File: src/dvcd_pkg.sv
// Constants shared by the data-value-compare debug logic.
// Assumes a 32-bit classic Wishbone register bus with byte addresses.
package dvcd_pkg;

    // -----------------------------------------------------------------
    // Register byte offsets
    // -----------------------------------------------------------------
    localparam logic [4:0] OFS_DEBUG_CONTROL_1  = 5'h00;
    localparam logic [4:0] OFS_DEBUG_STATUS     = 5'h04;
    localparam logic [4:0] OFS_ADDR_COMPARE_1   = 5'h08;
    localparam logic [4:0] OFS_ADDR_COMPARE_2   = 5'h0C;
    localparam logic [4:0] OFS_DATA_VALUE_CMP_1 = 5'h10;
    localparam logic [4:0] OFS_DATA_VALUE_CMP_2 = 5'h14;
    localparam logic [4:0] OFS_SAVE_RESTORE_2   = 5'h18;

    // -----------------------------------------------------------------
    // debug_control_1 field positions (LSB of each field)
    // -----------------------------------------------------------------
    localparam int POS_RD_CHECK_1   = 0;
    localparam int POS_WR_CHECK_1   = 1;
    localparam int POS_RD_CHECK_2   = 2;
    localparam int POS_WR_CHECK_2   = 3;
    localparam int POS_RANGE_PAIR   = 4;
    localparam int POS_RANGE_EXCL   = 5;
    localparam int POS_MATCH_SIZE_1 = 6;
    localparam int POS_MATCH_SIZE_2 = 8;
    localparam int POS_VALUE_BE_1   = 10;
    localparam int POS_VALUE_BE_2   = 14;
    localparam int POS_VALUE_MODE_1 = 18;
    localparam int POS_VALUE_MODE_2 = 20;
    localparam int CONTROL_BITS     = 22;

    // debug_status bit positions
    localparam int POS_READ_HIT_1   = 0;
    localparam int POS_WRITE_HIT_1  = 1;
    localparam int POS_READ_HIT_2   = 2;
    localparam int POS_WRITE_HIT_2  = 3;

    // Reset values
    localparam logic [31:0] RST_CONTROL = 32'h0000_0000;
    localparam logic [3:0]  RST_STATUS  = 4'h0;
    localparam logic [31:0] RST_WORD    = 32'h0000_0000;

    // Size field codes: byte, halfword, word, cacheline granularity
    localparam logic [1:0] SIZE_BYTE = 2'b00;
    localparam logic [1:0] SIZE_HALF = 2'b01;
    localparam logic [1:0] SIZE_WORD = 2'b10;
    localparam logic [1:0] SIZE_LINE = 2'b11;

    // Value compare modes
    localparam logic [1:0] MODE_UNDEF  = 2'b00;
    localparam logic [1:0] MODE_AND    = 2'b01;
    localparam logic [1:0] MODE_OR     = 2'b10;
    localparam logic [1:0] MODE_AND_OR = 2'b11;

    // Access kinds reported by the load/store pipeline
    typedef enum logic [3:0] {
        OP_LOAD            = 4'b0000,
        OP_STORE           = 4'b0001,
        OP_DBLK_INVALIDATE = 4'b0010,
        OP_DBLK_ZERO       = 4'b0011,
        OP_IBLK_INVALIDATE = 4'b0100,
        OP_DCLASS_INVAL    = 4'b0101,
        OP_ICLASS_INVAL    = 4'b0110,
        OP_DCACHE_READ     = 4'b0111,
        OP_ICACHE_READ     = 4'b1000,
        OP_DBLK_FLUSH      = 4'b1001,
        OP_DBLK_STORE      = 4'b1010,
        OP_DTOUCH          = 4'b1011,
        OP_DTOUCH_STORE    = 4'b1100,
        OP_ITOUCH          = 4'b1101,
        OP_DBLK_ALLOCATE   = 4'b1110
    } dvcd_op_e;

endpackage

File: src/dvcd_value_unit.sv
// One value-compare channel: byte-enabled compare of an operand against
// a reference word in AND, OR or AND-OR mode. Purely combinational.
// Assumes big-endian byte numbering: byte 0 is bits 31:24.
`timescale 1ns/10ps

module dvcd_value_unit (
    input  wire logic [3:0]  byte_enable_i,
    input  wire logic [1:0]  mode_i,
    input  wire logic [31:0] reference_i,
    input  wire logic [31:0] operand_i,
    output logic             match_o
);

    logic [3:0] byte_eq;
    logic [3:0] hit;

    // Enable bit 3 pairs with byte 0, the most significant: the field is written MSB first
    always_comb begin
        for (int k = 0; k < 4; k++) begin
            byte_eq[k] = (reference_i[8*k +: 8] == operand_i[8*k +: 8]);
        end
    end

    assign hit = byte_enable_i & byte_eq; // Disabled bytes never count

    // Mode 00 is left undefined; it never matches so a stray setting stays quiet
    always_comb begin
        unique case (mode_i)
            dvcd_pkg::MODE_AND:    match_o = (byte_enable_i != 4'h0) &&
                                             (hit == byte_enable_i);
            dvcd_pkg::MODE_OR:     match_o = (hit != 4'h0);
            dvcd_pkg::MODE_AND_OR: match_o = (hit[3] && hit[2]) ||
                                             (hit[1] && hit[0]);
            dvcd_pkg::MODE_UNDEF:  match_o = 1'b0;
        endcase
    end

endmodule

File: src/dvcd_top.sv
// Data-value-compare debug events: classifies accesses, compares addresses
// and values, records hits and captures the follow-on instruction address.
// Assumes one completed access per acc_valid_i pulse from the pipeline and
// software on a classic Wishbone slave port, same clock.
//
// Summary of operation
// - Data block invalidate and block zero count as stores only.
// - Instruction block invalidate counts as a load only.
// - Congruence-class invalidates and cache reads raise no address events.
// - Data block flush and block store count as stores for debug.
// - Data touch, touch-for-store and instruction touch count as loads.
// - Data block allocate counts as a store only.
// - Value event needs address match first, then value match.
// - An enabled value channel suppresses plain address events on it.
// - Event taken after access; save_restore_2 gets next instruction address.
// - Value channel enabled exactly when its byte-enable field is non-zero.
// - Byte-enable bit k includes value byte 3-k (bits 8k+7:8k) in the compare.
// - Each channel has a two-bit mode; mode 00 is undefined.
// - Mode 01: every enabled byte must equal the operand byte.
// - Mode 10: at least one enabled byte must equal.
// - Mode 11: bytes 0,1 both equal or bytes 2,3 both equal.
// - First half of a split access records its event; second access lost only if debug_int_enable_i is set.
// - Read and write hits are recorded in separate status bits.
// - Address match with failed value compare sets no status bit.
// - Range pair makes the two addresses a range; size fields unused.
// - Size field masks none, bit 31, bits 30:31 or bits 27:31.
`timescale 1ns/10ps

module dvcd_top #(
    parameter int ADDR_W = 5
) (
    input  wire logic              clk_i,
    input  wire logic              rst_i,
    // Wishbone classic slave
    input  wire logic              wb_cyc_i,
    input  wire logic              wb_stb_i,
    input  wire logic              wb_we_i,
    input  wire logic [ADDR_W-1:0] wb_adr_i,
    input  wire logic [3:0]        wb_sel_i,
    input  wire logic [31:0]       wb_dat_i,
    output logic      [31:0]       wb_dat_o,
    output logic                   wb_ack_o,
    // Pipeline side
    input  wire logic              acc_valid_i,
    input  wire logic [3:0]        acc_op_i,
    input  wire logic [31:0]       acc_addr_i,
    input  wire logic [31:0]       acc_data_i,
    input  wire logic              acc_first_part_i,
    input  wire logic [31:0]       next_inst_addr_i,
    input  wire logic              debug_int_enable_i,
    output logic                   debug_event_o,
    output logic                   cancel_second_o,
    output logic      [3:0]        debug_status_o
);

    // -----------------------------------------------------------------
    // Parameter check
    // -----------------------------------------------------------------
    generate
        if (ADDR_W < 5) begin : g_bad_width
            $error("dvcd_top: ADDR_W must be at least 5");
        end
    endgenerate

    // -----------------------------------------------------------------
    // Registers and decode
    // -----------------------------------------------------------------
    logic [31:0] debug_control_1;
    logic [3:0]  debug_status;
    logic [31:0] addr_compare_1;
    logic [31:0] addr_compare_2;
    logic [31:0] data_value_compare_1;
    logic [31:0] data_value_compare_2;
    logic [31:0] save_restore_2;

    logic        bus_req;
    logic        bus_wr;
    logic [4:0]  bus_ofs;
    logic        in_map;
    logic [3:0]  status_set;
    logic [3:0]  status_clr;

    assign bus_req = wb_cyc_i && wb_stb_i && !wb_ack_o;
    assign bus_wr  = bus_req && wb_we_i && in_map;
    assign bus_ofs = {wb_adr_i[4:2], 2'b00};
    assign in_map  = (wb_adr_i[ADDR_W-1:2] <= (ADDR_W-2)'(dvcd_pkg::OFS_SAVE_RESTORE_2 >> 2));

    // Merge write data into a word under the byte selects
    function automatic logic [31:0] merge(input logic [31:0] old_v,
                                          input logic [31:0] new_v,
                                          input logic [3:0]  sel);
        logic [31:0] r;
        r = old_v;
        for (int b = 0; b < 4; b++) begin
            if (sel[b]) begin
                r[8*b +: 8] = new_v[8*b +: 8];
            end
        end
        return r;
    endfunction

    // -----------------------------------------------------------------
    // Control fields
    // -----------------------------------------------------------------
    logic       rd_check_1;
    logic       wr_check_1;
    logic       rd_check_2;
    logic       wr_check_2;
    logic       range_pair_enable;
    logic       range_exclusive_select;
    logic [1:0] match_size_1;
    logic [1:0] match_size_2;
    logic [3:0] value_byte_enable_1;
    logic [3:0] value_byte_enable_2;
    logic [1:0] value_compare_mode_1;
    logic [1:0] value_compare_mode_2;

    assign rd_check_1             = debug_control_1[dvcd_pkg::POS_RD_CHECK_1];
    assign wr_check_1             = debug_control_1[dvcd_pkg::POS_WR_CHECK_1];
    assign rd_check_2             = debug_control_1[dvcd_pkg::POS_RD_CHECK_2];
    assign wr_check_2             = debug_control_1[dvcd_pkg::POS_WR_CHECK_2];
    assign range_pair_enable      = debug_control_1[dvcd_pkg::POS_RANGE_PAIR];
    assign range_exclusive_select = debug_control_1[dvcd_pkg::POS_RANGE_EXCL];
    assign match_size_1           = debug_control_1[dvcd_pkg::POS_MATCH_SIZE_1 +: 2];
    assign match_size_2           = debug_control_1[dvcd_pkg::POS_MATCH_SIZE_2 +: 2];
    assign value_byte_enable_1    = debug_control_1[dvcd_pkg::POS_VALUE_BE_1 +: 4];
    assign value_byte_enable_2    = debug_control_1[dvcd_pkg::POS_VALUE_BE_2 +: 4];
    assign value_compare_mode_1   = debug_control_1[dvcd_pkg::POS_VALUE_MODE_1 +: 2];
    assign value_compare_mode_2   = debug_control_1[dvcd_pkg::POS_VALUE_MODE_2 +: 2];

    // -----------------------------------------------------------------
    // Access classification
    // -----------------------------------------------------------------
    logic is_read;
    logic is_write;

    // Untouched codes count as neither, so they raise nothing
    always_comb begin
        is_read  = 1'b0;
        is_write = 1'b0;
        case (acc_op_i)
            dvcd_pkg::OP_LOAD:            is_read  = 1'b1;
            dvcd_pkg::OP_STORE:           is_write = 1'b1;
            dvcd_pkg::OP_DBLK_INVALIDATE: is_write = 1'b1;
            dvcd_pkg::OP_DBLK_ZERO:       is_write = 1'b1;
            dvcd_pkg::OP_IBLK_INVALIDATE: is_read  = 1'b1;
            dvcd_pkg::OP_DBLK_FLUSH:      is_write = 1'b1;
            dvcd_pkg::OP_DBLK_STORE:      is_write = 1'b1;
            dvcd_pkg::OP_DTOUCH:          is_read  = 1'b1;
            dvcd_pkg::OP_DTOUCH_STORE:    is_read  = 1'b1;
            dvcd_pkg::OP_ITOUCH:          is_read  = 1'b1;
            dvcd_pkg::OP_DBLK_ALLOCATE:   is_write = 1'b1;
            default: begin
                // Class invalidates and cache reads carry no address
                is_read  = 1'b0;
                is_write = 1'b0;
            end
        endcase
    end

    // -----------------------------------------------------------------
    // Address compare
    // -----------------------------------------------------------------
    function automatic logic [31:0] size_mask(input logic [1:0] size);
        unique case (size)
            dvcd_pkg::SIZE_BYTE: return 32'hFFFF_FFFF;
            dvcd_pkg::SIZE_HALF: return 32'hFFFF_FFFE;
            dvcd_pkg::SIZE_WORD: return 32'hFFFF_FFFC;
            dvcd_pkg::SIZE_LINE: return 32'hFFFF_FFE0;
        endcase
    endfunction

    logic exact_hit_1;
    logic exact_hit_2;
    logic in_range;
    logic addr_hit_1;
    logic addr_hit_2;

    // Masked bits are the low-order ones of the big-endian address
    assign exact_hit_1 = ((acc_addr_i ^ addr_compare_1) & size_mask(match_size_1)) == 32'h0;
    assign exact_hit_2 = ((acc_addr_i ^ addr_compare_2) & size_mask(match_size_2)) == 32'h0;
    assign in_range    = ((acc_addr_i >= addr_compare_1) && (acc_addr_i < addr_compare_2))
                         ^ range_exclusive_select;

    // Range pair overrides exact compare; either check bit covers the range
    assign addr_hit_1 = range_pair_enable ? in_range : exact_hit_1;
    assign addr_hit_2 = range_pair_enable ? in_range : exact_hit_2;

    // -----------------------------------------------------------------
    // Value compare
    // -----------------------------------------------------------------
    logic value_en_1;
    logic value_en_2;
    logic value_match_1;
    logic value_match_2;

    assign value_en_1 = (value_byte_enable_1 != 4'h0);
    assign value_en_2 = (value_byte_enable_2 != 4'h0);

    dvcd_value_unit u_value_1 (
        .byte_enable_i (value_byte_enable_1),
        .mode_i        (value_compare_mode_1),
        .reference_i   (data_value_compare_1),
        .operand_i     (acc_data_i),
        .match_o       (value_match_1)
    );

    dvcd_value_unit u_value_2 (
        .byte_enable_i (value_byte_enable_2),
        .mode_i        (value_compare_mode_2),
        .reference_i   (data_value_compare_2),
        .operand_i     (acc_data_i),
        .match_o       (value_match_2)
    );

    // A channel qualifies on the value only when its compare is enabled
    logic qual_1;
    logic qual_2;

    assign qual_1 = addr_hit_1 && (!value_en_1 || value_match_1);
    assign qual_2 = addr_hit_2 && (!value_en_2 || value_match_2);

    // Separate read and write status per channel
    assign status_set[dvcd_pkg::POS_READ_HIT_1]  = acc_valid_i && is_read  && rd_check_1 && qual_1;
    assign status_set[dvcd_pkg::POS_WRITE_HIT_1] = acc_valid_i && is_write && wr_check_1 && qual_1;
    assign status_set[dvcd_pkg::POS_READ_HIT_2]  = acc_valid_i && is_read  && rd_check_2 && qual_2;
    assign status_set[dvcd_pkg::POS_WRITE_HIT_2] = acc_valid_i && is_write && wr_check_2 && qual_2;

    assign status_clr = (bus_wr && bus_ofs == dvcd_pkg::OFS_DEBUG_STATUS) ?
                        (wb_dat_i[3:0] & {4{wb_sel_i[0]}}) : 4'h0;

    // -----------------------------------------------------------------
    // Register writes
    // -----------------------------------------------------------------
    always_ff @(posedge clk_i) begin
        if (rst_i) begin
            debug_control_1      <= dvcd_pkg::RST_CONTROL;
            addr_compare_1       <= dvcd_pkg::RST_WORD;
            addr_compare_2       <= dvcd_pkg::RST_WORD;
            data_value_compare_1 <= dvcd_pkg::RST_WORD;
            data_value_compare_2 <= dvcd_pkg::RST_WORD;
        end else if (bus_wr) begin
            unique case (bus_ofs)
                dvcd_pkg::OFS_DEBUG_CONTROL_1: begin
                    debug_control_1 <= merge(debug_control_1, wb_dat_i, wb_sel_i)
                                       & {{(32-dvcd_pkg::CONTROL_BITS){1'b0}},
                                          {dvcd_pkg::CONTROL_BITS{1'b1}}};
                end
                dvcd_pkg::OFS_ADDR_COMPARE_1:   addr_compare_1 <= merge(addr_compare_1, wb_dat_i, wb_sel_i);
                dvcd_pkg::OFS_ADDR_COMPARE_2:   addr_compare_2 <= merge(addr_compare_2, wb_dat_i, wb_sel_i);
                dvcd_pkg::OFS_DATA_VALUE_CMP_1: data_value_compare_1 <= merge(data_value_compare_1, wb_dat_i, wb_sel_i);
                dvcd_pkg::OFS_DATA_VALUE_CMP_2: data_value_compare_2 <= merge(data_value_compare_2, wb_dat_i, wb_sel_i);
                default: begin
                    // Status, read-only and unmapped words ignore data here
                end
            endcase
        end
    end

    // Status is write-one-to-clear; a new hit wins over a same-cycle clear
    always_ff @(posedge clk_i) begin
        if (rst_i) begin
            debug_status <= dvcd_pkg::RST_STATUS;
        end else begin
            debug_status <= (debug_status & ~status_clr) | status_set;
        end
    end

    assign debug_status_o = debug_status;

    // -----------------------------------------------------------------
    // Event reporting
    // -----------------------------------------------------------------
    logic any_set;

    assign any_set = (status_set != 4'h0);

    // Reported the cycle after the completed access, so it follows the access
    always_ff @(posedge clk_i) begin
        if (rst_i) begin
            debug_event_o   <= 1'b0;
            cancel_second_o <= 1'b0;
            save_restore_2  <= dvcd_pkg::RST_WORD;
        end else begin
            debug_event_o   <= any_set;
            // A taken interrupt on the first half drops the second access
            cancel_second_o <= any_set && debug_int_enable_i && acc_first_part_i;
            if (any_set && debug_int_enable_i) begin
                save_restore_2 <= next_inst_addr_i;
            end
        end
    end

    // -----------------------------------------------------------------
    // Wishbone answer: one wait state, ack drops the cycle after
    // -----------------------------------------------------------------
    always_ff @(posedge clk_i) begin
        if (rst_i) begin
            wb_ack_o <= 1'b0;
            wb_dat_o <= 32'h0000_0000;
        end else begin
            wb_ack_o <= bus_req;
            wb_dat_o <= 32'h0000_0000;
            if (bus_req && !wb_we_i && in_map) begin
                unique case (bus_ofs)
                    dvcd_pkg::OFS_DEBUG_CONTROL_1:  wb_dat_o <= debug_control_1;
                    dvcd_pkg::OFS_DEBUG_STATUS:     wb_dat_o <= {28'h0, debug_status};
                    dvcd_pkg::OFS_ADDR_COMPARE_1:   wb_dat_o <= addr_compare_1;
                    dvcd_pkg::OFS_ADDR_COMPARE_2:   wb_dat_o <= addr_compare_2;
                    dvcd_pkg::OFS_DATA_VALUE_CMP_1: wb_dat_o <= data_value_compare_1;
                    dvcd_pkg::OFS_DATA_VALUE_CMP_2: wb_dat_o <= data_value_compare_2;
                    dvcd_pkg::OFS_SAVE_RESTORE_2:   wb_dat_o <= save_restore_2;
                    default:                        wb_dat_o <= 32'h0000_0000;
                endcase
            end
        end
    end

    logic write_only_op;
    assign write_only_op = acc_op_i inside {dvcd_pkg::OP_DBLK_INVALIDATE,
        dvcd_pkg::OP_DBLK_ZERO, dvcd_pkg::OP_DBLK_FLUSH, dvcd_pkg::OP_DBLK_STORE,
        dvcd_pkg::OP_DBLK_ALLOCATE};
endmodule

File: config.mk
export PLATFORM = sky130hd
export DESIGN_NAME = dvcd_top
export DESIGN_NICKNAME = d
export VERILOG_FILES = /design/src/dvcd_pkg.sv /design/src/dvcd_value_unit.sv /design/src/dvcd_top.sv
export SDC_FILE = /design/constraint.sdc
export NUM_CORES = 1
export LEC_CHECK = 0
export BUFFER_PORTS_ARGS = -buffer_cell sky130_fd_sc_hd__buf_2
export CAP_MARGIN = 20
export CORE_MARGIN = 2
export CORE_UTILIZATION = 50
export CTS_BUF_LIST = sky130_fd_sc_hd__clkbuf_8 sky130_fd_sc_hd__clkbuf_16
export CTS_CLUSTER_SIZE = 12
export DETAILED_ROUTE_END_ITERATION = 8
export PLACE_DENSITY = 0.73
export SLEW_MARGIN = 15
export SYNTH_ARGS = -nofsm -noshare
export SYNTH_HDL_FRONTEND = slang
export SYNTH_SLANG_ARGS = --single-unit
File: constraint.sdc
create_clock -name clk_i -period 2.9 [get_ports clk_i]
set_input_delay 0.29 -clock clk_i [delete_from_list [all_inputs] [get_ports clk_i]]
set_output_delay 0.29 -clock clk_i [all_outputs]
set_load 0.02 [all_outputs]
==> impl_metrics.toml, run 1 <==
[die]
die_area_mm2 = 0.0245
core-area_mm2 = 0.0227
ios = 188
die_w_um = 157
initial_core_util_pct = 51.2
die-height_um = 157
fp-row-count = 55

[synthesis]
synth_ff_type = "dfxtp_1"
synth.top_cell.area_share_pct = 38.0
yosysWarnings = 0
synth-seq-cells = 221
synth_largest_area_cell = "dfxtp_1"
syn_inst = 1392
synthArstFlopShare_pct = 0
synth_commonest_cells = "221 x dfxtp_1, 179 x nand2_1, 127 x a21oi_1"
synth.most_common_cell = "dfxtp_1"
synth_edf_count = 0
syn_nets = 1605
synth_cell_types = 59
yosysSeqAreaShare_pct = 38.0
avgSynthCellArea_um2 = 8.36
synth_area_leaders = "dfxtp_1 38%, mux2i_1 7.7%, ha_1 6.9%"
syn-cell-area_mm2 = 0.0116

[outcome]
violations = "setup timing"
status = "finished, violations left"

[detailed_routing]
firstDrtPassIters = 8
drc_errors = 0
drtAntennaViolNets = 0
viasPerCell = 5.83
num_vias = 11187
wirelength_mm = 37.6
wl_per_cell_um = 19.6
drt_iter0_drc = 1075

[clocking]
clk_pin_slew_worst_paths_ps = 60
cts_inserted_buffers = 25
cts_htree_levels = 1
cts_buffer_depth = 3
cts_tree = "yes"
clock-sinks = 221
clock_latency_ps = 520
cts_root_buf = "clkbuf_16"

[power_and_ir_drop]
irDropWorstVdd_v = 0.000366
static-leakage-power_nw = 5.38
pwr_density_cell_mw_per_mm2 = 474

[finish]
syn_to_final_growth_pct = 23.1
nNetsFinal = 1830
drive_gt1_share_pct = 21.3
antenna_cells = 0
fin_cells = 1918

[sta]
grt_setup_unrepaired = "yes"
fin_skew_ps = 11.6
holdWs_ps = 26.3
setup_viol = 32
relSlewSlack_pct = 49.7
fin_crit_sh_pct = 111
finalHoldViolCount = 0
fin_ws_ps = -308
period_needed_ps = 3210
max_slew.worst_pin.slew_ps = 755
fmax_mhz = 312
finalMaxSlewViolations = 0

[worst_hold_path]
min_path_type = "in -> reg"

[global_routing]
grt_usage_pct = 29.8
overflow = 0
grt_max_degree = 169
grt_pass1_wl_mm = 57.7
grt_pass1_vias = 10735
grt_antenna_before_repair = 0

[place]
place_hpwl_mm = 26.9
dpl.cell_count = 1869
portBuffers = 185
gp_congestion = 0.957

[worst_setup_path]
path_cells = "inv_2 > ha_4 > nand4_1 > or3_4 > or4_4 > a31oi_4 > o211ai_1 > mux2i_1 > nand2_1 > o32ai_4 > buf_12 > buf_16 > mux2i_1"
startpoint_type = "flip-flop"
critical_path_arrival_ps = 3650
path_max_fanout = 7
crit_slowest_cell = "or4_4"
cp_common_cell = "mux2i_1"
required_ps = 3350
criticalPathCategory = "reg -> reg"
crit_path_max_incr_delay_ps = 480
endpoint_kind = "flip-flop"

[run]
max_cap_violations = 0
logic make-up (layout without fill, tap and decap cells):
family | after synthesis | after routing | synth area share [%]
adders and majority gates | 64 | 64 | 6.88
xor gates and xnor gates | 64 | 64 | 4.82
buffers and inverters | 154 | 395 | 5.26
muxes | 95 | 95 | 8.32
DFF | 221 | 221 | 38.0
and+or+nand+nor | 506 | 506 | 20.7
AOI/OAI and AO/OA | 288 | 288 | 16.0
flip-flops by register name (all words and copies together) (netlist names):
name / cells
addr_compare_1: 32
addr_compare_2: 32
cancel_second_o: 1
data_value_compare_1: 32
data_value_compare_2: 32
debug_control_1: 22
debug_event_o: 1
debug_status_o: 4
save_restore_2: 32
wb_ack_o: 1
wb_dat_o: 32
critical path: cells and delay by family (launching register included):
kind | cells | cell delay [ps]
flops | 1 | 330
buf+inv | 3 | 410
fa+ha+maj | 1 | 260
mux | 2 | 440
simple gates | 4 | 1170
compound gates | 3 | 520
power by group:
| group | switching [W] | internal, W | leakage (nW) | total (W) |
|---|---|---|---|---|
| registers | 0.00000683 | 0.00304 | 1.78 | 0.00305 |
| clock network | 0.00128 | 0.00184 | 0.423 | 0.00311 |
| logic | 0.000375 | 0.000249 | 3.17 | 0.000624 |
| total | 0.00166 | 0.00513 | 5.38 | 0.00679 |
layer usage:
layer  share of wire (%)  vias up  GRT usage, %  wire (µm)
li1                    -     5337             -          -
met1                  43     5193          41.1      16100
met2                  45      568          48.6      17100
met3                 8.5       89          3.96       3210
met4                 3.1        0          9.61       1170
met5                   0        -             0          0
cell type report:
class	count	area [µm²]
multi-input combinational	1017	6700
clock inverter	14	115
inverter	71	267
sequential	221	4430
tap	285	357
timing repair buffer	281	1780
fill	1998	8380
clock buffer	29	681
stage by stage:
| stage | util (%) | area, µm² | worst slack, ps | TNS, ps | power [W] |
|---|---|---|---|---|---|
| after global placement | 58.8 | 13400 | -206 | -5950 | 0.00371 |
| after CTS | 62.8 | 14300 | -280 | -7490 | 0.00679 |
| after floorplan | - | 11700 | 1.18 | 0 | 0.00341 |
| after detailed placement | 58.8 | 13400 | -358 | -10060 | 0.00372 |
| after global routing | 63.1 | 14300 | -417 | -11750 | 0.00698 |
| final | 63.1 | 14300 | -308 | -8190 | 0.00679 |
placed cells by master, fill, tap and decap left out, drive strengths merged, types with 4 or more instances in the layout:
master	netlist	routed
a21oi	127	127
a221oi	6	6
a222oi	11	11
a22o	10	10
a22oi	57	57
a2bb2oi	5	5
a31oi	20	20
and2	9	9
and3	14	14
buf	6	279
clkbuf	77	30
clkinv	0	4
dfxtp	221	221
ha	64	64
inv	71	79
mux2	4	4
mux2i	90	90
nand2	179	179
nand2b	69	69
nand3	87	87
nand4	20	20
nor2	84	84
nor2b	10	10
nor3	9	9
nor4	9	9
o21ai	28	28
or4	4	4
xnor2	32	32
xor2	32	32
path summary, 6_finish.rpt:
| path | start | endpoint | slack [ps] | depth (start not counted) |
|---|---|---|---|---|
| setup / recovery | addr_compare_1[31]$_SDFFE_PP0P_ | save_restore_2[27]$_SDFFE_PP0P_ | -310 | 13 |
| hold / removal | next_inst_addr_i[14] | save_restore_2[14]$_SDFFE_PP0P_ | 30 | 3 |
| setup reg to reg | addr_compare_1[31]$_SDFFE_PP0P_ | save_restore_2[27]$_SDFFE_PP0P_ | -310 | 13 |
| hold reg to reg | addr_compare_2[30]$_SDFFE_PP0P_ | addr_compare_2[30]$_SDFFE_PP0P_ | 470 | 2 |
repair_timing:
| item | CTS | global route |
|---|---|---|
| hold buffers | 1 | 0 |
| hold endpoints to repair | 1 | 0 |
| pin swaps | 8 | 2 |
| cloned | 2 | 1 |
| gates resized for setup | 7 | 6 |
| setup endpoints to repair | 33 | 36 |
| setup buffers | 2 | 4 |
(Power assumes the default switching activity.)
==> run 2: changes to the inputs <==
--- a/config.mk
+++ b/config.mk
@@ -5,6 +5,7 @@
 export SDC_FILE = /design/constraint.sdc
 export NUM_CORES = 1
 export LEC_CHECK = 0
+export ABC_AREA = 1
 export BUFFER_PORTS_ARGS = -buffer_cell sky130_fd_sc_hd__buf_2
 export CAP_MARGIN = 20
 export CORE_MARGIN = 2
@@ -12,6 +13,7 @@
 export CTS_BUF_LIST = sky130_fd_sc_hd__clkbuf_8 sky130_fd_sc_hd__clkbuf_16
 export CTS_CLUSTER_SIZE = 12
 export DETAILED_ROUTE_END_ITERATION = 8
+export HOLD_SLACK_MARGIN = 0.08
 export PLACE_DENSITY = 0.73
 export SLEW_MARGIN = 15
 export SYNTH_ARGS = -nofsm -noshare
==> impl_metrics.toml, run 2 <==
[clocking]
clock-sinks = 221
post_cts_buffers = 0
cts_htree_levels = 1
cts_buffer_depth = 3
cts_root_buf = "clkbuf_16"
cts_tree = "yes"
cts_inserted_buffers = 25
clock_latency_ps = 520
clk_pin_slew_worst_paths_ps = 60

[finish]
syn_to_final_growth_pct = 19.4
layout_commonest_cell = "inv_1"
fin_cells = 2110
final_cell_mix = "248 x inv_1, 221 x dfxtp_1, 211 x nand2_1"
multi_input_area_mm2 = 0.00608
fillCellCount = 2190
nNetsFinal = 1987
drive_gt1_share_pct = 18.2
seq_area_mm2 = 0.00442

[worst_setup_path]
path_cells = "inv_1 > ha_1 > a21o_1 > o21ai_1 > nand2_1 > a21oi_1 > buf_4 > nand2_1 > nand2_1 > nand2_1 > nand3_2 > nand2_2 > o211ai_4 > nand2_4 > clkbuf_16 > a21oi_2 > nor2_1"
critPathTopFamily = "compound AO/OA/AOI/OAI gates"
crit_slowest_cell = "dfxtp_1"
endpoint_kind = "flip-flop"
crit_path_max_incr_delay_ps = 330
cp_common_cell = "nand2_1"
ff2ff_path_depth = 17
critical_path_arrival_ps = 3080
crit_buf_inv = 3
path_max_fanout = 15
crit_cells = 17
timing.rr.start = "addr_compare_1[19]$_SDFFE_PP0P_"
worstSetupStartpoint = "addr_compare_1[19]$_SDFFE_PP0P_"
required_ps = 3310
startpoint_type = "flip-flop"
criticalPathCategory = "reg -> reg"

[sta]
fin_crit_sh_pct = 92.2
finalHoldViolCount = 0
relSlewSlack_pct = 36.9
fin_tns_setup_ps = 0
holdWs_ps = 88.5
fin_skew_ps = 7.70
fmax_mhz = 374
max_slew.worst_pin.slew_ps = 946
finalMaxSlewViolations = 0
period_needed_ps = 2670
setup_viol = 0

[die]
die-height_um = 157
fp-row-count = 56
initial_core_util_pct = 50.6
core-area_mm2 = 0.0233
ios = 188
die_w_um = 157
die_area_mm2 = 0.0248

[place]
dpl.cell_count = 2044
place_hpwl_mm = 25.7
gp_congestion = 0.900
portBuffers = 185

[outcome]
status = "finished, final reports clean"

[run]
max_cap_violations = 0

[worst_hold_path]
min_from = "rst_i"
min_path_type = "in -> reg"
holdPathStages = 2

[synthesis]
synth-seq-cells = 221
syn_inst = 1587
synth_top_family_by_area = "compound AO/OA/AOI/OAI gates"
synth_cell_types = 40
synth_edf_count = 0
syn-cell-area_mm2 = 0.0118
yosysSeqAreaShare_pct = 37.6
yosysWarnings = 0
synth_commonest_cells = "243 x inv_1, 221 x dfxtp_1, 214 x nand2_1"
synth_ff_type = "dfxtp_1"
syn_nets = 1800
synth.top_cell.area_share_pct = 37.6
synth.most_common_cell = "inv_1"
synth_area_leaders = "dfxtp_1 38%, a21oi_1 7.8%, inv_1 7.8%"
synthArstFlopShare_pct = 0
muxShareOfSynthArea_pct = 0
synth_fa_ha_area_share_pct = 6.81
yosys.area_share.xor_xnor_pct = 4.47
synth_largest_area_cell = "dfxtp_1"
synth-simple-area-share_pct = 17.0
synth-compound-area-share_pct = 23.0
avgSynthCellArea_um2 = 7.41

[power_and_ir_drop]
internal_power_w = 0.00513
irDropWorstVdd_v = 0.000331
clkPwrFrac_pct = 45.6
static-leakage-power_nw = 5.71
pwr_density_cell_mw_per_mm2 = 484
total_power_w = 0.00680
combPwrFrac_pct = 9.4
seqPwrFrac_pct = 45.0
swShare_pct = 24.6
power.switching_w = 0.00167

[global_routing]
grt_pass1_wl_mm = 54.5
grt_usage_pct = 27.9
grt_antenna_before_repair = 1
overflow = 0
grt_max_degree = 83
grt_pass1_vias = 10464

[detailed_routing]
wirelength_mm = 35.8
firstDrtPassIters = 5
viasPerCell = 5.40
drt_iter0_drc = 1064
drc_errors = 0
wl_per_cell_um = 17.0
drtAntennaViolNets = 0
num_vias = 11385
-- run 2: final timing paths --
path | end | slack, ps
max | save_restore_2[22]$_SDFFE_PP0P_ | 230
min reg2reg | wb_dat_o[29]$_SDFF_PP0_ | 460
min | debug_event_o$_SDFF_PP0_ | 90
max reg2reg | save_restore_2[22]$_SDFFE_PP0P_ | 230
-- run 2: layer usage --
layer	share of wire, %	track usage, %	wire length [µm]	vias to the layer above
met3	8.2	4.19	2960	104
met4	4.5	12.9	1610	0
li1	-	-	-	5637
met2	44	42.9	15600	503
met5	0	0	0	-
met1	44	38.6	15700	5141
-- run 2: stage by stage --
stage	area, µm²	utilization [%]	setup WS (ps)
after detailed placement	12900	55.6	97.6
after global routing	14000	60.4	-2.34
after floorplan	11800	-	743
final	14000	60.4	227
after global placement	12900	55.6	153
after CTS	13900	59.7	124
-- run 2: area by class of cell --
class | count | share of cell area (%)
multi-input combinational | 1052 | 43.3
sequential | 221 | 31.5
timing repair buffer | 226 | 10.1
inverter | 248 | 6.63
clock buffer | 33 | 5.24
tap | 319 | 2.84
clock inverter | 9 | 0.445
antenna | 2 | 0.0356
-- run 2: cell families after synthesis --
kind of cell             after synthesis
adder cells (fa/ha/maj)               64
flip-flops                           221
XOR/XNOR                              60
AND/OR/NAND/NOR                      453
buffers and inverters                315
AO/OA/AOI/OAI                        474
-- run 2: repair_timing --
| item | in CTS | in global routing |
|---|---|---|
| gates resized for setup | 0 | 10 |
| hold endpoints to repair | 18 | 0 |
| hold buffers | 16 | 0 |
| setup endpoints to repair | 0 | 32 |
-- run 2: power by group through the flow --
stage / registers, W / logic (W) / clock network, W
final: 0.00306 / 0.000638 / 0.00310
after global routing: 0.00306 / 0.000704 / 0.00325
after CTS: 0.00306 / 0.000628 / 0.00313
after detailed placement: 0.00313 / 0.000606 / 0
after global placement: 0.00313 / 0.000596 / 0
after floorplan: 0.00312 / 0.000336 / 0
==> run 3: changes to the inputs <==
--- a/config.mk
+++ b/config.mk
@@ -5,7 +5,6 @@
 export SDC_FILE = /design/constraint.sdc
 export NUM_CORES = 1
 export LEC_CHECK = 0
-export ABC_AREA = 1
 export BUFFER_PORTS_ARGS = -buffer_cell sky130_fd_sc_hd__buf_2
 export CAP_MARGIN = 20
 export CORE_MARGIN = 2
==> impl_metrics.toml, run 3 (synthesis gave the netlist of run 1 again) <==
[finish]
postLayoutCellArea_mm2 = 0.0149
drive_gt1_share_pct = 20.4
layout_commonest_cell = "dfxtp_1"
syn_to_final_growth_pct = 28.3
nNetsFinal = 1891
fillCellCount = 1909
postLayoutCoreUtil_pct = 65.7
final_cell_mix = "217 x dfxtp_1, 184 x buf_2, 179 x nand2_1"
antenna_cells = 0

[power_and_ir_drop]
internal_power_w = 0.00518
power.switching_w = 0.00167
pwr_density_cell_mw_per_mm2 = 459
combPwrFrac_pct = 10.1
clkPwrFrac_pct = 45.4
swShare_pct = 24.4
irDropWorstVdd_v = 0.000363
static-leakage-power_nw = 5.63
seqPwrFrac_pct = 44.5

[die]
core-area_mm2 = 0.0227
die-height_um = 157
die_area_mm2 = 0.0245
ios = 188
die_w_um = 157
initial_core_util_pct = 51.2
fp-row-count = 55

[worst_setup_path]
required_ps = 3340
endpoint_kind = "flip-flop"
startpoint_type = "flip-flop"
ff2ff_path_depth = 13
regToRegSetupSlack_ps = -310
r2r-end = "save_restore_2[27]$_SDFFE_PP0P_"
path_cells = "inv_2 > ha_4 > nand4_1 > or3_4 > or4_4 > a31oi_4 > o211ai_1 > mux2i_1 > nand2_1 > o32ai_4 > buf_12 > buf_16 > mux2i_1"
path_max_fanout = 7
timing.rr.start = "addr_compare_1[31]$_SDFFE_PP0P_"
worstSetupStartpoint = "addr_compare_1[31]$_SDFFE_PP0P_"
cp_common_cell = "mux2i_1"
critical_path_arrival_ps = 3660
criticalPathCategory = "reg -> reg"
crit_path_max_incr_delay_ps = 480
crit_slowest_cell = "or4_4"
crit_path_end = "save_restore_2[27]$_SDFFE_PP0P_"

[sta]
fmax_mhz = 311
fin_skew_ps = 14.4
fin_tns_setup_ps = -8440
max_slew.worst_pin.slew_ps = 723
fin_crit_sh_pct = 111
finalHoldViolCount = 0
period_needed_ps = 3210
holdWs_ps = 92.4
fin_ws_ps = -314
relSlewSlack_pct = 51.8
grt_setup_unrepaired = "yes"
setup_viol = 32
finalMaxSlewViolations = 0

[clocking]
cts_buffer_depth = 3
clk_pin_slew_worst_paths_ps = 60
cts_tree = "yes"
cts_htree_levels = 1
clock-sinks = 221
cts_inserted_buffers = 25
cts_root_buf = "clkbuf_16"
clock_latency_ps = 520

[worst_hold_path]
min_path_type = "in -> reg"

[detailed_routing]
wirelength_mm = 38.3
num_vias = 11477
drt_iter0_drc = 1158
drtAntennaViolNets = 0
firstDrtPassIters = 6
drc_errors = 0
viasPerCell = 5.80
wl_per_cell_um = 19.3

[global_routing]
overflow = 0
grt_antenna_before_repair = 0
grt_max_degree = 169
grt_usage_pct = 30.5
grt_pass1_vias = 11033
grt_pass1_wl_mm = 59.0

[place]
gp_congestion = 0.957
portBuffers = 185
place_hpwl_mm = 26.9
place_area_mm2 = 0.0134

[outcome]
violations = "setup timing"
status = "finished, violations left"

[run]
max_cap_violations = 0
[run 3: stage by stage]
| stage | instances | setup WS, ps | power [W] |
|---|---|---|---|
| floorplan | 1392 | 1.18 | 0.00341 |
| global placement | 1869 | -206 | 0.00371 |
| detailed placement | 1869 | -358 | 0.00372 |
| CTS | 1977 | -280 | 0.00685 |
| global route | 1979 | -417 | 0.00705 |
| finish | 1979 | -314 | 0.00685 |
[run 3: power by group through the flow]
stage	Sequential [W]	Clock [W]	Combinational [W]
5_1_grt	0.00305	0.00326	0.000743
6_report	0.00305	0.00311	0.000689
3_5_place_dp	0.00312	0	0.000603
4_1_cts	0.00305	0.00313	0.000673
2_1_floorplan	0.00312	0	0.000289
3_3_place_gp	0.00312	0	0.000594
[run 3: worst max-delay path, delay by kind of cell (launching register included)]
kind                     cells  cell delay (ps)
AND/OR/NAND/NOR              4             1180
AO/OA/AOI/OAI                3              510
multiplexers                 2              440
buffers and inverters        3              410
flip-flops                   1              330
adder cells (fa/ha/maj)      1              270
[run 3: layer usage]
metal	wire, µm	vias up	GRT usage, %	part of all wire [%]
met4	1220	0	9.96	3.2
met1	16000	5325	41.4	42
met2	17600	609	50.2	46
met3	3430	88	4.21	8.9
met5	0	-	0	0
li1	-	5455	-	-
[run 3: cell type report]
class	instances	area, µm²	area share (%)
clock buffers	29	681	4.56
flip-flops and latches	221	4430	29.7
multi-input cells	1017	6680	44.8
well taps	285	357	2.39
clock inverters	14	115	0.771
inverters	71	267	1.79
repair buffers	342	2390	16.0
[run 3: worst min-delay path by stage]
stage                                                from                                     to  slack, ps  cells after the start
after floorplan                        debug_int_enable_i             cancel_second_o$_SDFF_PP0_        410                      2
after global placement    save_restore_2[30]$_SDFFE_PP0P_        save_restore_2[30]$_SDFFE_PP0P_        460                      2
after detailed placement  addr_compare_2[30]$_SDFFE_PP0P_        addr_compare_2[30]$_SDFFE_PP0P_        460                      2
after CTS                                    wb_dat_i[15]  data_value_compare_2[15]$_SDFFE_PP0P_         80                      3
after global routing                         wb_dat_i[15]  data_value_compare_2[15]$_SDFFE_PP0P_         90                      3
final                                        wb_dat_i[15]  data_value_compare_1[15]$_SDFFE_PP0P_         90                      3
[run 3: what timing repair did]
action,in CTS,in global routing
pin swaps,8,2
setup endpoints to repair,33,36
cloned,2,1
endpoints found under the hold margin,101,0
buffers inserted,2,4
hold buffers,62,0
resized for setup,7,4
